File: src/field_policy_pkg.sv
package field_policy_pkg;

	// ****************************************************************
	// Access classes
	// ****************************************************************
	typedef enum logic [3:0] {
		ACC_WRITE_IGNORED,
		ACC_MUST_BE_ZERO,
		ACC_READ_AS_ZERO,
		ACC_READ_CLEARS,
		ACC_RESERVED_FIELD,
		ACC_READ_ONLY,
		ACC_READ_WRITE,
		ACC_W1C,
		ACC_W1S,
		ACC_WRITE_ONLY
	} access_class_t;

	// ****************************************************************
	// Bus geometry
	// ****************************************************************
	localparam int DATA_W = 32;
	localparam int ADDR_W = 8;
	localparam int NUM_REGS = 10;

	// ****************************************************************
	// Register offsets (one word per access class demonstrator, then interrupt status and mask)
	// ****************************************************************
	localparam logic [ADDR_W-1:0] OFS_IGNORED = 8'h00;
	localparam logic [ADDR_W-1:0] OFS_MUST_BE_ZERO = 8'h04;
	localparam logic [ADDR_W-1:0] OFS_READ_AS_ZERO = 8'h08;
	localparam logic [ADDR_W-1:0] OFS_RC = 8'h0c;
	localparam logic [ADDR_W-1:0] OFS_RESERVED = 8'h10;
	localparam logic [ADDR_W-1:0] OFS_RO = 8'h14;
	localparam logic [ADDR_W-1:0] OFS_RW = 8'h18;
	localparam logic [ADDR_W-1:0] OFS_W1C = 8'h1c;
	localparam logic [ADDR_W-1:0] OFS_W1S = 8'h20;
	localparam logic [ADDR_W-1:0] OFS_WO = 8'h24;
	localparam logic [ADDR_W-1:0] OFS_IRQ_STAT = 8'h28;
	localparam logic [ADDR_W-1:0] OFS_IRQ_MASK = 8'h2c;

	// ****************************************************************
	// Reset values
	// ****************************************************************
	localparam logic [DATA_W-1:0] RST_RO = 32'h0000_00a5;
	localparam logic [DATA_W-1:0] RST_RW = 32'h0000_0001;
	localparam logic [DATA_W-1:0] RST_WO = 32'h0000_0000;
	localparam logic [DATA_W-1:0] RST_ZERO = 32'h0000_0000;
	localparam logic [DATA_W-1:0] RD_UNMAPPED = 32'h0000_0000;
	localparam logic [DATA_W-1:0] RD_UNPRED = 32'hdead_beef;

	// ****************************************************************
	// Interrupt status bits
	// ****************************************************************
	localparam int IRQ_W = 3;
	localparam int IRQ_ILLEGAL_OPERAND = 0;
	localparam int IRQ_RC_EVENT = 1;
	localparam int IRQ_W1C_EVENT = 2;

endpackage : field_policy_pkg

File: src/register_field_access_policy.sv
`timescale 1ns/1ps

module register_field_access_policy #(
	parameter int W1C_READABLE = 1,
	parameter int W1S_READABLE = 1
) (
	// Clock and reset
	input wire logic clk_sys_in,
	input wire logic rst_in,
	// Register port
	input wire logic [field_policy_pkg::ADDR_W-1:0] addr_in,
	input wire logic [field_policy_pkg::DATA_W-1:0] wdata_in,
	input wire logic wr_in,
	input wire logic rd_in,
	output logic [field_policy_pkg::DATA_W-1:0] rdata_out,
	// Hardware side
	input wire logic [field_policy_pkg::DATA_W-1:0] hw_ro_value_in,
	input wire logic hw_ro_load_in,
	input wire logic [field_policy_pkg::DATA_W-1:0] hw_rc_set_in,
	input wire logic [field_policy_pkg::DATA_W-1:0] hw_w1c_set_in,
	input wire logic [field_policy_pkg::DATA_W-1:0] hw_zero_field_in,
	output logic [field_policy_pkg::DATA_W-1:0] rw_value_out,
	output logic [field_policy_pkg::DATA_W-1:0] w1s_value_out,
	output logic [field_policy_pkg::DATA_W-1:0] wo_value_out,
	// Exceptions
	output logic illegal_operand_out,
	output logic irq_out
);
	import field_policy_pkg::*;

	// ****************************************************************
	// Field classification
	// ****************************************************************

	// Map offset to access class; unmapped gives reserved
	function automatic access_class_t class_of(logic [ADDR_W-1:0] a);
		unique case (a)
			OFS_IGNORED: class_of = ACC_WRITE_IGNORED;
			OFS_MUST_BE_ZERO: class_of = ACC_MUST_BE_ZERO;
			OFS_READ_AS_ZERO: class_of = ACC_READ_AS_ZERO;
			OFS_RC: class_of = ACC_READ_CLEARS;
			OFS_RO: class_of = ACC_READ_ONLY;
			OFS_RW: class_of = ACC_READ_WRITE;
			OFS_W1C: class_of = ACC_W1C;
			OFS_W1S: class_of = ACC_W1S;
			OFS_WO: class_of = ACC_WRITE_ONLY;
			default: class_of = ACC_RESERVED_FIELD;
		endcase
	endfunction : class_of

	// True when software writes may change the field
	function automatic logic sw_writable(access_class_t c);
		sw_writable = (c == ACC_READ_WRITE) || (c == ACC_W1C) ||
			(c == ACC_W1S) || (c == ACC_WRITE_ONLY);
	endfunction : sw_writable

	access_class_t wr_class;
	access_class_t rd_class;
	logic wr_ok;
	logic [DATA_W-1:0] rw_q;
	logic [DATA_W-1:0] ro_q;
	logic [DATA_W-1:0] rc_q;
	logic [DATA_W-1:0] w1c_q;
	logic [DATA_W-1:0] w1s_q;
	logic [DATA_W-1:0] wo_q;
	logic [DATA_W-1:0] rdata_d;
	logic [DATA_W-1:0] rdata_q;
	logic [IRQ_W-1:0] irq_stat_q;
	logic [IRQ_W-1:0] irq_mask_q;
	logic [IRQ_W-1:0] irq_event;
	logic illegal_d;
	logic illegal_q;
	logic irq_q;
	logic stat_wr;
	logic mask_wr;

	// Per-field gating derived from static class
	assign wr_class = class_of(addr_in);
	assign rd_class = class_of(addr_in);
	assign wr_ok = wr_in && sw_writable(wr_class);
	assign stat_wr = wr_in && (addr_in == OFS_IRQ_STAT);
	assign mask_wr = wr_in && (addr_in == OFS_IRQ_MASK);

	// ****************************************************************
	// Field storage
	// ****************************************************************

	// Read/write field
	always_ff @(posedge clk_sys_in) begin
		if (rst_in) begin
			rw_q <= RST_RW;
		end else if (wr_ok && wr_class == ACC_READ_WRITE) begin
			rw_q <= wdata_in;
		end
	end

	// Read-only field, hardware loaded only
	always_ff @(posedge clk_sys_in) begin
		if (rst_in) begin
			ro_q <= RST_RO;
		end else if (hw_ro_load_in) begin
			ro_q <= hw_ro_value_in;
		end
	end

	// Clear-on-read field; hardware set wins over read clear
	always_ff @(posedge clk_sys_in) begin
		if (rst_in) begin
			rc_q <= RST_ZERO;
		end else if (rd_in && rd_class == ACC_READ_CLEARS) begin
			rc_q <= hw_rc_set_in;
		end else begin
			rc_q <= rc_q | hw_rc_set_in;
		end
	end

	// Write-one-to-clear bits; hardware set wins
	always_ff @(posedge clk_sys_in) begin
		if (rst_in) begin
			w1c_q <= RST_ZERO;
		end else if (wr_ok && wr_class == ACC_W1C) begin
			w1c_q <= (w1c_q & ~wdata_in) | hw_w1c_set_in;
		end else begin
			w1c_q <= w1c_q | hw_w1c_set_in;
		end
	end

	// Write-one-to-set bits
	always_ff @(posedge clk_sys_in) begin
		if (rst_in) begin
			w1s_q <= RST_ZERO;
		end else if (wr_ok && wr_class == ACC_W1S) begin
			w1s_q <= w1s_q | wdata_in;
		end
	end

	// Write-only field
	always_ff @(posedge clk_sys_in) begin
		if (rst_in) begin
			wo_q <= RST_WO;
		end else if (wr_ok && wr_class == ACC_WRITE_ONLY) begin
			wo_q <= wdata_in;
		end
	end

	// ****************************************************************
	// Read path
	// ****************************************************************

	// Read data mux by class
	always_comb begin
		rdata_d = RD_UNMAPPED;
		illegal_d = 1'b0;
		if (addr_in == OFS_IRQ_STAT) begin
			rdata_d = {{(DATA_W-IRQ_W){1'b0}}, irq_stat_q};
		end else if (addr_in == OFS_IRQ_MASK) begin
			rdata_d = {{(DATA_W-IRQ_W){1'b0}}, irq_mask_q};
		end else begin
			unique case (rd_class)
				ACC_WRITE_IGNORED: rdata_d = RST_ZERO;
				ACC_MUST_BE_ZERO: begin
					rdata_d = hw_zero_field_in;
					illegal_d = rd_in && (hw_zero_field_in != RST_ZERO);
				end
				ACC_READ_AS_ZERO: rdata_d = RST_ZERO;
				ACC_READ_CLEARS: rdata_d = rc_q;
				ACC_RESERVED_FIELD: rdata_d = RD_UNMAPPED;
				ACC_READ_ONLY: rdata_d = ro_q;
				ACC_READ_WRITE: rdata_d = rw_q;
				ACC_W1C: rdata_d = (W1C_READABLE != 0) ? w1c_q : RD_UNPRED;
				ACC_W1S: rdata_d = (W1S_READABLE != 0) ? w1s_q : RD_UNPRED;
				ACC_WRITE_ONLY: rdata_d = RST_ZERO;
			endcase
		end
	end

	// Read data register, valid the cycle after rd_in
	always_ff @(posedge clk_sys_in) begin
		if (rst_in) begin
			rdata_q <= RST_ZERO;
		end else if (rd_in) begin
			rdata_q <= rdata_d;
		end
	end

	// Illegal-operand pulse
	always_ff @(posedge clk_sys_in) begin
		if (rst_in) begin
			illegal_q <= 1'b0;
		end else begin
			illegal_q <= illegal_d;
		end
	end

	// ****************************************************************
	// Interrupts
	// ****************************************************************

	// Events feeding the sticky status
	always_comb begin
		irq_event = '0;
		irq_event[IRQ_ILLEGAL_OPERAND] = illegal_d;
		irq_event[IRQ_RC_EVENT] = |hw_rc_set_in;
		irq_event[IRQ_W1C_EVENT] = |hw_w1c_set_in;
	end

	// Sticky status, write one to clear, set wins
	always_ff @(posedge clk_sys_in) begin
		if (rst_in) begin
			irq_stat_q <= '0;
		end else if (stat_wr) begin
			irq_stat_q <= (irq_stat_q & ~wdata_in[IRQ_W-1:0]) | irq_event;
		end else begin
			irq_stat_q <= irq_stat_q | irq_event;
		end
	end

	// Interrupt mask
	always_ff @(posedge clk_sys_in) begin
		if (rst_in) begin
			irq_mask_q <= '0;
		end else if (mask_wr) begin
			irq_mask_q <= wdata_in[IRQ_W-1:0];
		end
	end

	// Registered interrupt level
	always_ff @(posedge clk_sys_in) begin
		if (rst_in) begin
			irq_q <= 1'b0;
		end else begin
			irq_q <= |(irq_stat_q & irq_mask_q);
		end
	end

	// Outputs straight from flops
	assign rdata_out = rdata_q;
	assign rw_value_out = rw_q;
	assign w1s_value_out = w1s_q;
	assign wo_value_out = wo_q;
	assign illegal_operand_out = illegal_q;
	assign irq_out = irq_q;

endmodule : register_field_access_policy

File: config.mk
export PLATFORM = sky130hd
export DESIGN_NAME = register_field_access_policy
export DESIGN_NICKNAME = d
export VERILOG_FILES = /design/src/field_policy_pkg.sv /design/src/register_field_access_policy.sv
export SDC_FILE = /design/constraint.sdc
export NUM_CORES = 1
export LEC_CHECK = 0
export ABC_AREA = 1
export BUFFER_PORTS_ARGS = -buffer_cell sky130_fd_sc_hd__buf_2
export CORE_MARGIN = 4
export CORE_UTILIZATION = 52
export CTS_CLUSTER_SIZE = 10
export DETAILED_ROUTE_END_ITERATION = 8
export PLACE_DENSITY = 0.81
export SLEW_MARGIN = 20
export SYNTH_ARGS = -nofsm -noshare
export SYNTH_HDL_FRONTEND = slang
export SYNTH_SLANG_ARGS = --single-unit
export TNS_END_PERCENT = 20
File: constraint.sdc
create_clock -name clk_sys_in -period 1.49 [get_ports clk_sys_in]
set_input_delay 0.0745 -clock clk_sys_in [delete_from_list [all_inputs] [get_ports clk_sys_in]]
set_output_delay 0.0745 -clock clk_sys_in [all_outputs]
set_load 0.02 [all_outputs]
* After elaboration in Yosys (flattened, before gate mapping)
Cells that the tools add are included.
Widths: inputs -> output; s select.
** Cells by class
- Eq/ne operators :: 19
- Mux-type cells :: 10
- Bitwise operators :: 11
- Reduce and logical (&&, ||, !) cells :: 19
** Operators with widths (count)
- $pmux 32 s7 :: 1
- $mux 32 :: 4
- $or 32x32->32 :: 4
- $reduce_or 32->1 :: 2
- $pmux 4 s9 :: 1
- $and 32x32->32 :: 1
- $eq 8x6->1 const B :: 4
- $not 32->32 :: 1
- $reduce_bool 32->1 :: 1
- $eq 8x5->1 const B :: 3
- $eq 4x3->1 const B :: 4
- $eq 8x4->1 const B :: 2
- $logic_and 1x1->1 :: 9
- $eq 4x2->1 const B :: 2
- $eq 4x4->1 const B :: 2
- $eq 8x3->1 const B :: 1
- $logic_not 8->1 :: 1
- $and 3x3->3 :: 2
- $or 3x3->3 :: 2
- $eq 4x1->1 const B :: 1
- $logic_not 4->1 :: 1
- $reduce_or 4->1 :: 1
- $logic_or 1x1->1 :: 3
- $mux 1 :: 3
- other kinds (3) :: 3
** Word-level totals
- Register bits :: 232
- Input bits :: 173
- Output and inout bits :: 130

* Logic depth before layout (Yosys ltp)
- Word-level depth :: 9
- Depth in mapped cells :: 12
- Mapped depth without buffers :: 11

* Worst setup path after synthesis
OpenSTA, ideal clock, no wires.
- Path type :: input port to flip-flop
- Start point :: in addr_in[4] in the netlist's numbering
- End point :: reg rdata_q[24], in the netlist rdata_out[24]
- Setup time :: 131 ps
- Data arrival time :: 1084 ps
- Setup slack :: 276 ps
- Stages on the path :: 12
- Path buffers :: 3
- Path through :: buf_4 -> nand2_2 -> nor2_4 -> and2_1 -> buf_4 -> buf_6 -> nand2_1 -> nand2_1 -> nor2_1 -> nand3b_1 -> nand2_1 -> a21oi_2
** On the way
- Cells in the longest elaborated chain, start to end :: 7
- Elaborated cells between the ends (all ways) :: 26
- Classes of those cells :: 19 x eq/ne; 4 x mux; 3 x reduce/logical
** Ends and longest elaborated chain
- start: declaration :: line register_field_access_policy.sv:11 : input wire logic [field_policy_pkg::ADDR_W-1:0] addr_in,
- $eq 8x6->1, or another cell as far along :: line register_field_access_policy.sv:37 : unique case (a)
- $pmux 4 s9 :: line register_field_access_policy.sv:37
- $eq 4x4->1, or another cell as far along :: line register_field_access_policy.sv:159 : unique case (rd_class)
- $reduce_or 4->1 (no line)
- $pmux 32 s7 :: line register_field_access_policy.sv:159
- $mux 32 :: line register_field_access_policy.sv:156 : end else if (addr_in == OFS_IRQ_MASK) begin
- $mux 32 (*) :: line register_field_access_policy.sv:154 : if (addr_in == OFS_IRQ_STAT) begin
- end signal: assignment :: line register_field_access_policy.sv:182 : rdata_q <= rdata_d;
- end: declaration :: line register_field_access_policy.sv:67 : logic [DATA_W-1:0] rdata_q;
Mark *: on every way between the ends. The rest lies on a longest branch, timed or not.
A chain may end at the register's enable or synchronous reset.

* Worst setup path after layout
- Start point :: in hw_rc_set_in[19] in the netlist's numbering
- End point :: reg irq_stat_q[1]
** On the way
- Cells in the longest elaborated chain, start to end :: 3
- Elaborated cells between the ends (all ways) :: 4
- Classes of those cells :: 1 x mux; 2 x bitwise; 1 x reduce/logical
** Ends and longest elaborated chain
- start: declaration :: line register_field_access_policy.sv:19 : input wire logic [field_policy_pkg::DATA_W-1:0] hw_rc_set_in,
- $reduce_or 32->1 (*) :: line register_field_access_policy.sv:203 : irq_event[IRQ_RC_EVENT] = |hw_rc_set_in;
- $or 3x3->3, on equally long branches :: line register_field_access_policy.sv:214, register_field_access_policy.sv:212
- $mux 3 (*) :: line register_field_access_policy.sv:211 : end else if (stat_wr) begin
- end signal: assignment :: line register_field_access_policy.sv:212 : irq_stat_q <= (irq_stat_q & ~wdata_in[IRQ_W-1:0]) | irq_event;
- end signal: assignment :: line register_field_access_policy.sv:214 : irq_stat_q <= irq_stat_q | irq_event;
- end: declaration :: line register_field_access_policy.sv:68 : logic [IRQ_W-1:0] irq_stat_q;
Marked as above.

==> impl_metrics.py <==
metrics = {
    "outcome": {
        "outcome": "complete, no violations",
    },
    "worst_setup_path": {
        "required_ps": 1880,
        "critPathMaxFanout": 2,
        "path_cells": "dlygate4sd3_1, buf_2, nor4_1, nand4_1, nor2_1, a21oi_1",
        "start_kind": "input pin",
        "cpPeakStageDelay_ps": 550,
        "r2r_start": "w1s_value_out[12]",
        "crit_arrival_ps": 1820,
        "worstSetupPathType": "input pin to register",
        "crit_slowest_cell": "dlygate4sd3_1",
        "critPathTopFamily": "simple AND/OR/NAND/NOR gates",
        "critPathBufInv": 2,
        "rrSetupSlack_ps": 380,
        "rr_endpoint": "rdata_out[12]",
        "worst-r2r-cell-count": 6,
        "path_depth": 6,
        "end_kind": "register",
    },
    "synth": {
        "async_flop_share_pct": 0,
        "ys_warn_count": 0,
        "synth_top_family_by_area": "simple AND/OR/NAND/NOR gates",
        "synth_edf_count": 0,
        "syn_nets": 1602,
        "ys_types": 30,
        "ys_ff_latch": 232,
        "synth_top_area_cell": "dfxtp_1",
        "synth_area_per_cell_um2": 6.96,
        "synthAdderAreaFrac_pct": 0,
        "syn_inst": 1429,
        "synth.area.top_cells": "dfxtp_1 47%, nand2_1 13%, a21oi_1 8.2%",
        "syn-cell-area_um2": 9940,
        "synth-compound-area-share_pct": 15.0,
        "synthXorXnorAreaFrac_pct": 0,
        "synth_top_area_share_pct": 46.7,
        "yosys.area_share.simple_pct": 28.3,
        "ys.flop_type": "dfxtp_1",
        "muxShareOfSynthArea_pct": 0,
        "yosysMostFrequentCell": "nand2_1",
        "synth_seq_area_share_pct": 46.7,
        "synth_common_cells": "352 x nand2_1, 232 x dfxtp_1, 191 x nor2_1",
    },
    "global_route": {
        "grt_max_degree": 62,
        "grt_antenna_before_repair": 11,
        "grt.total_usage_pct": 37.4,
        "grt_pass1_vias": 11948,
        "grt_remaining_overflow": 0,
        "grt_pass1_wl_um": 64500,
    },
    "placement": {
        "dp_hpwl_um": 25100,
        "port_buffers": 302,
        "placed_area_um2": 12000,
        "gp_congestion": 0.937,
    },
    "floorplan": {
        "initial_core_util_pct": 53.0,
        "rows": 50,
        "io_pins": 303,
        "core_area_um2": 18800,
        "fp.dieW_um": 146,
        "dieArea_um2": 21400,
        "die_h_um": 146,
    },
    "clock_tree": {
        "clock_path_buffers": 3,
        "cts_sinks": 232,
        "cts_tree": "built",
        "clk_latency_ps": 520,
        "cts_root_buf": "clkbuf_16",
        "clkTransAtPathRegs_ps": 60,
        "cts_max_level": 1,
        "cts_buffers": 27,
    },
    "final_layout": {
        "finalNetCount": 2074,
        "finish.instance_area_um2": 14400,
        "layout-drive-gt1-share_pct": 21.5,
        "syn_to_final_growth_pct": 44.9,
    },
    "hold_path": {
        "hold_path_depth": 3,
        "hp-class": "input pin to register",
        "holdPathEnd": "w1s_value_out[31]",
        "min_from": "rst_in",
    },
    "power_and_ir_drop": {
        "ir_drop_uv": 756,
        "p_leak_uw": 0.00676,
        "power.total_uw": 13500,
        "powerDensity_nw_per_um2": 938,
    },
    "timing": {
        "fmax_mhz": 702,
        "skew_ps": 8.22,
        "finalCritPeriodShare_pct": 95.7,
        "slew_headroom_pct": 65.0,
        "rsz0062_at_grt": "false",
        "setup_viol": 0,
        "slew_violations": 0,
        "final-hold-violation-count": 0,
        "fin_crit_ps": 1430,
        "tns_ps": 0,
        "tightest_slew_ps": 520,
    },
    "route": {
        "drc": 0,
        "ant_nets": 0,
        "vias_per_cell": 5.68,
        "drt_first_iter_violations": 1280,
        "dr.pass1.iters": 6,
        "routedWlPerCell_um": 19.3,
        "routed_wirelength_um": 41300,
        "vias": 12172,
    },
    "flow_run": {
        "max_cap_viol_count": 0,
    },
}
==> layer usage <==
layer  GRT usage (%)  share of wire (%)  up-vias
met3            8.32                9.8      266
met4            22.5                7.8       12
li1                -                  -     5488
met5               0               0.19        -
met1            44.6                 36     5515
met2            61.6                 46      891
==> area by class of cell <==
type                       instances  area [um2]
inverter                         150         566
antenna                            6        15.0
sequential                       232        4640
fill                            1300        4360
tap                              234         293
clock inverter                     1        5.00
timing repair buffer             526        3860
clock buffer                      31         701
multi-input combinational        964        4330
==> tightest hold or removal path: cells and delay by family <==
family	cells	cell delay, ps
buf+inv	2	340
simple gates	1	120
==> flip-flops by register name, summed over array words and instances, names as in the netlist, 32 cells and up <==
name	flops
rc_q	32
rdata_out	32
ro_q	32
rw_value_out	32
w1c_q	32
w1s_value_out	32
wo_value_out	32
==> where the power goes <==
group | total (uW) | internal (uW) | switching [uW]
Clock | 5670 | 3250 | 2430
Combinational | 1340 | 639 | 702
Sequential | 6510 | 6400 | 109
Total | 13500 | 10300 | 3240
==> placed cells by master, fill, tap and decap left out, drive strengths merged <==
master / n
a21oi: 164
nand4: 14
nor4: 18
and2: 2
o21ai: 128
clkinv: 1
nor3: 1
nand3b: 30
o211ai: 2
dfxtp: 232
nand2: 354
diode: 6
nor2: 197
dlygate4sd3: 169
inv: 150
buf: 357
nand3: 52
a31oi: 1
clkbuf: 31
o21bai: 1
==> how the worst max path moves through the flow <==
stage / startpoint / endpoint / slack [ps]
3_5_place_dp: addr_in[0] / rw_value_out[17] / -140
3_3_place_gp: addr_in[0] / rdata_out[16] / -120
4_1_cts: hw_zero_field_in[20] / irq_stat_q[0] / 8
5_1_grt: hw_zero_field_in[26] / irq_stat_q[0] / 40
2_1_floorplan: addr_in[4] / rdata_out[24] / 280
6_report: hw_rc_set_in[19] / irq_stat_q[1] / 60
==> cell families after synthesis <==
logic type | Yosys count
AOI/OAI and AO/OA | 296
DFF | 232
buffers and inverters | 233
and+or+nand+nor | 668
==> per-stage QoR <==
step / cells / setup WS, ps / hold WS (ps) / util (%)
after floorplan: 1429 / 276 / 192 / -
after global placement: 1937 / -123 / 297 / 63.8
after detailed placement: 1937 / -136 / 301 / 63.8
final: 2144 / 64.5 / 60.1 / 76.8
after global routing: 2143 / 41.9 / 87.3 / 76.8
after CTS: 2138 / 8.32 / 52.3 / 76.6
==> what timing repair did <==
action / in CTS / in global routing
endpoints found under the hold margin: 227 / 0
setup endpoints to repair: 0 / 3
buffers inserted: 0 / 0
hold buffers: 169 / 0
resized for setup: 0 / 4
Power figures use the tool's default switching activity.
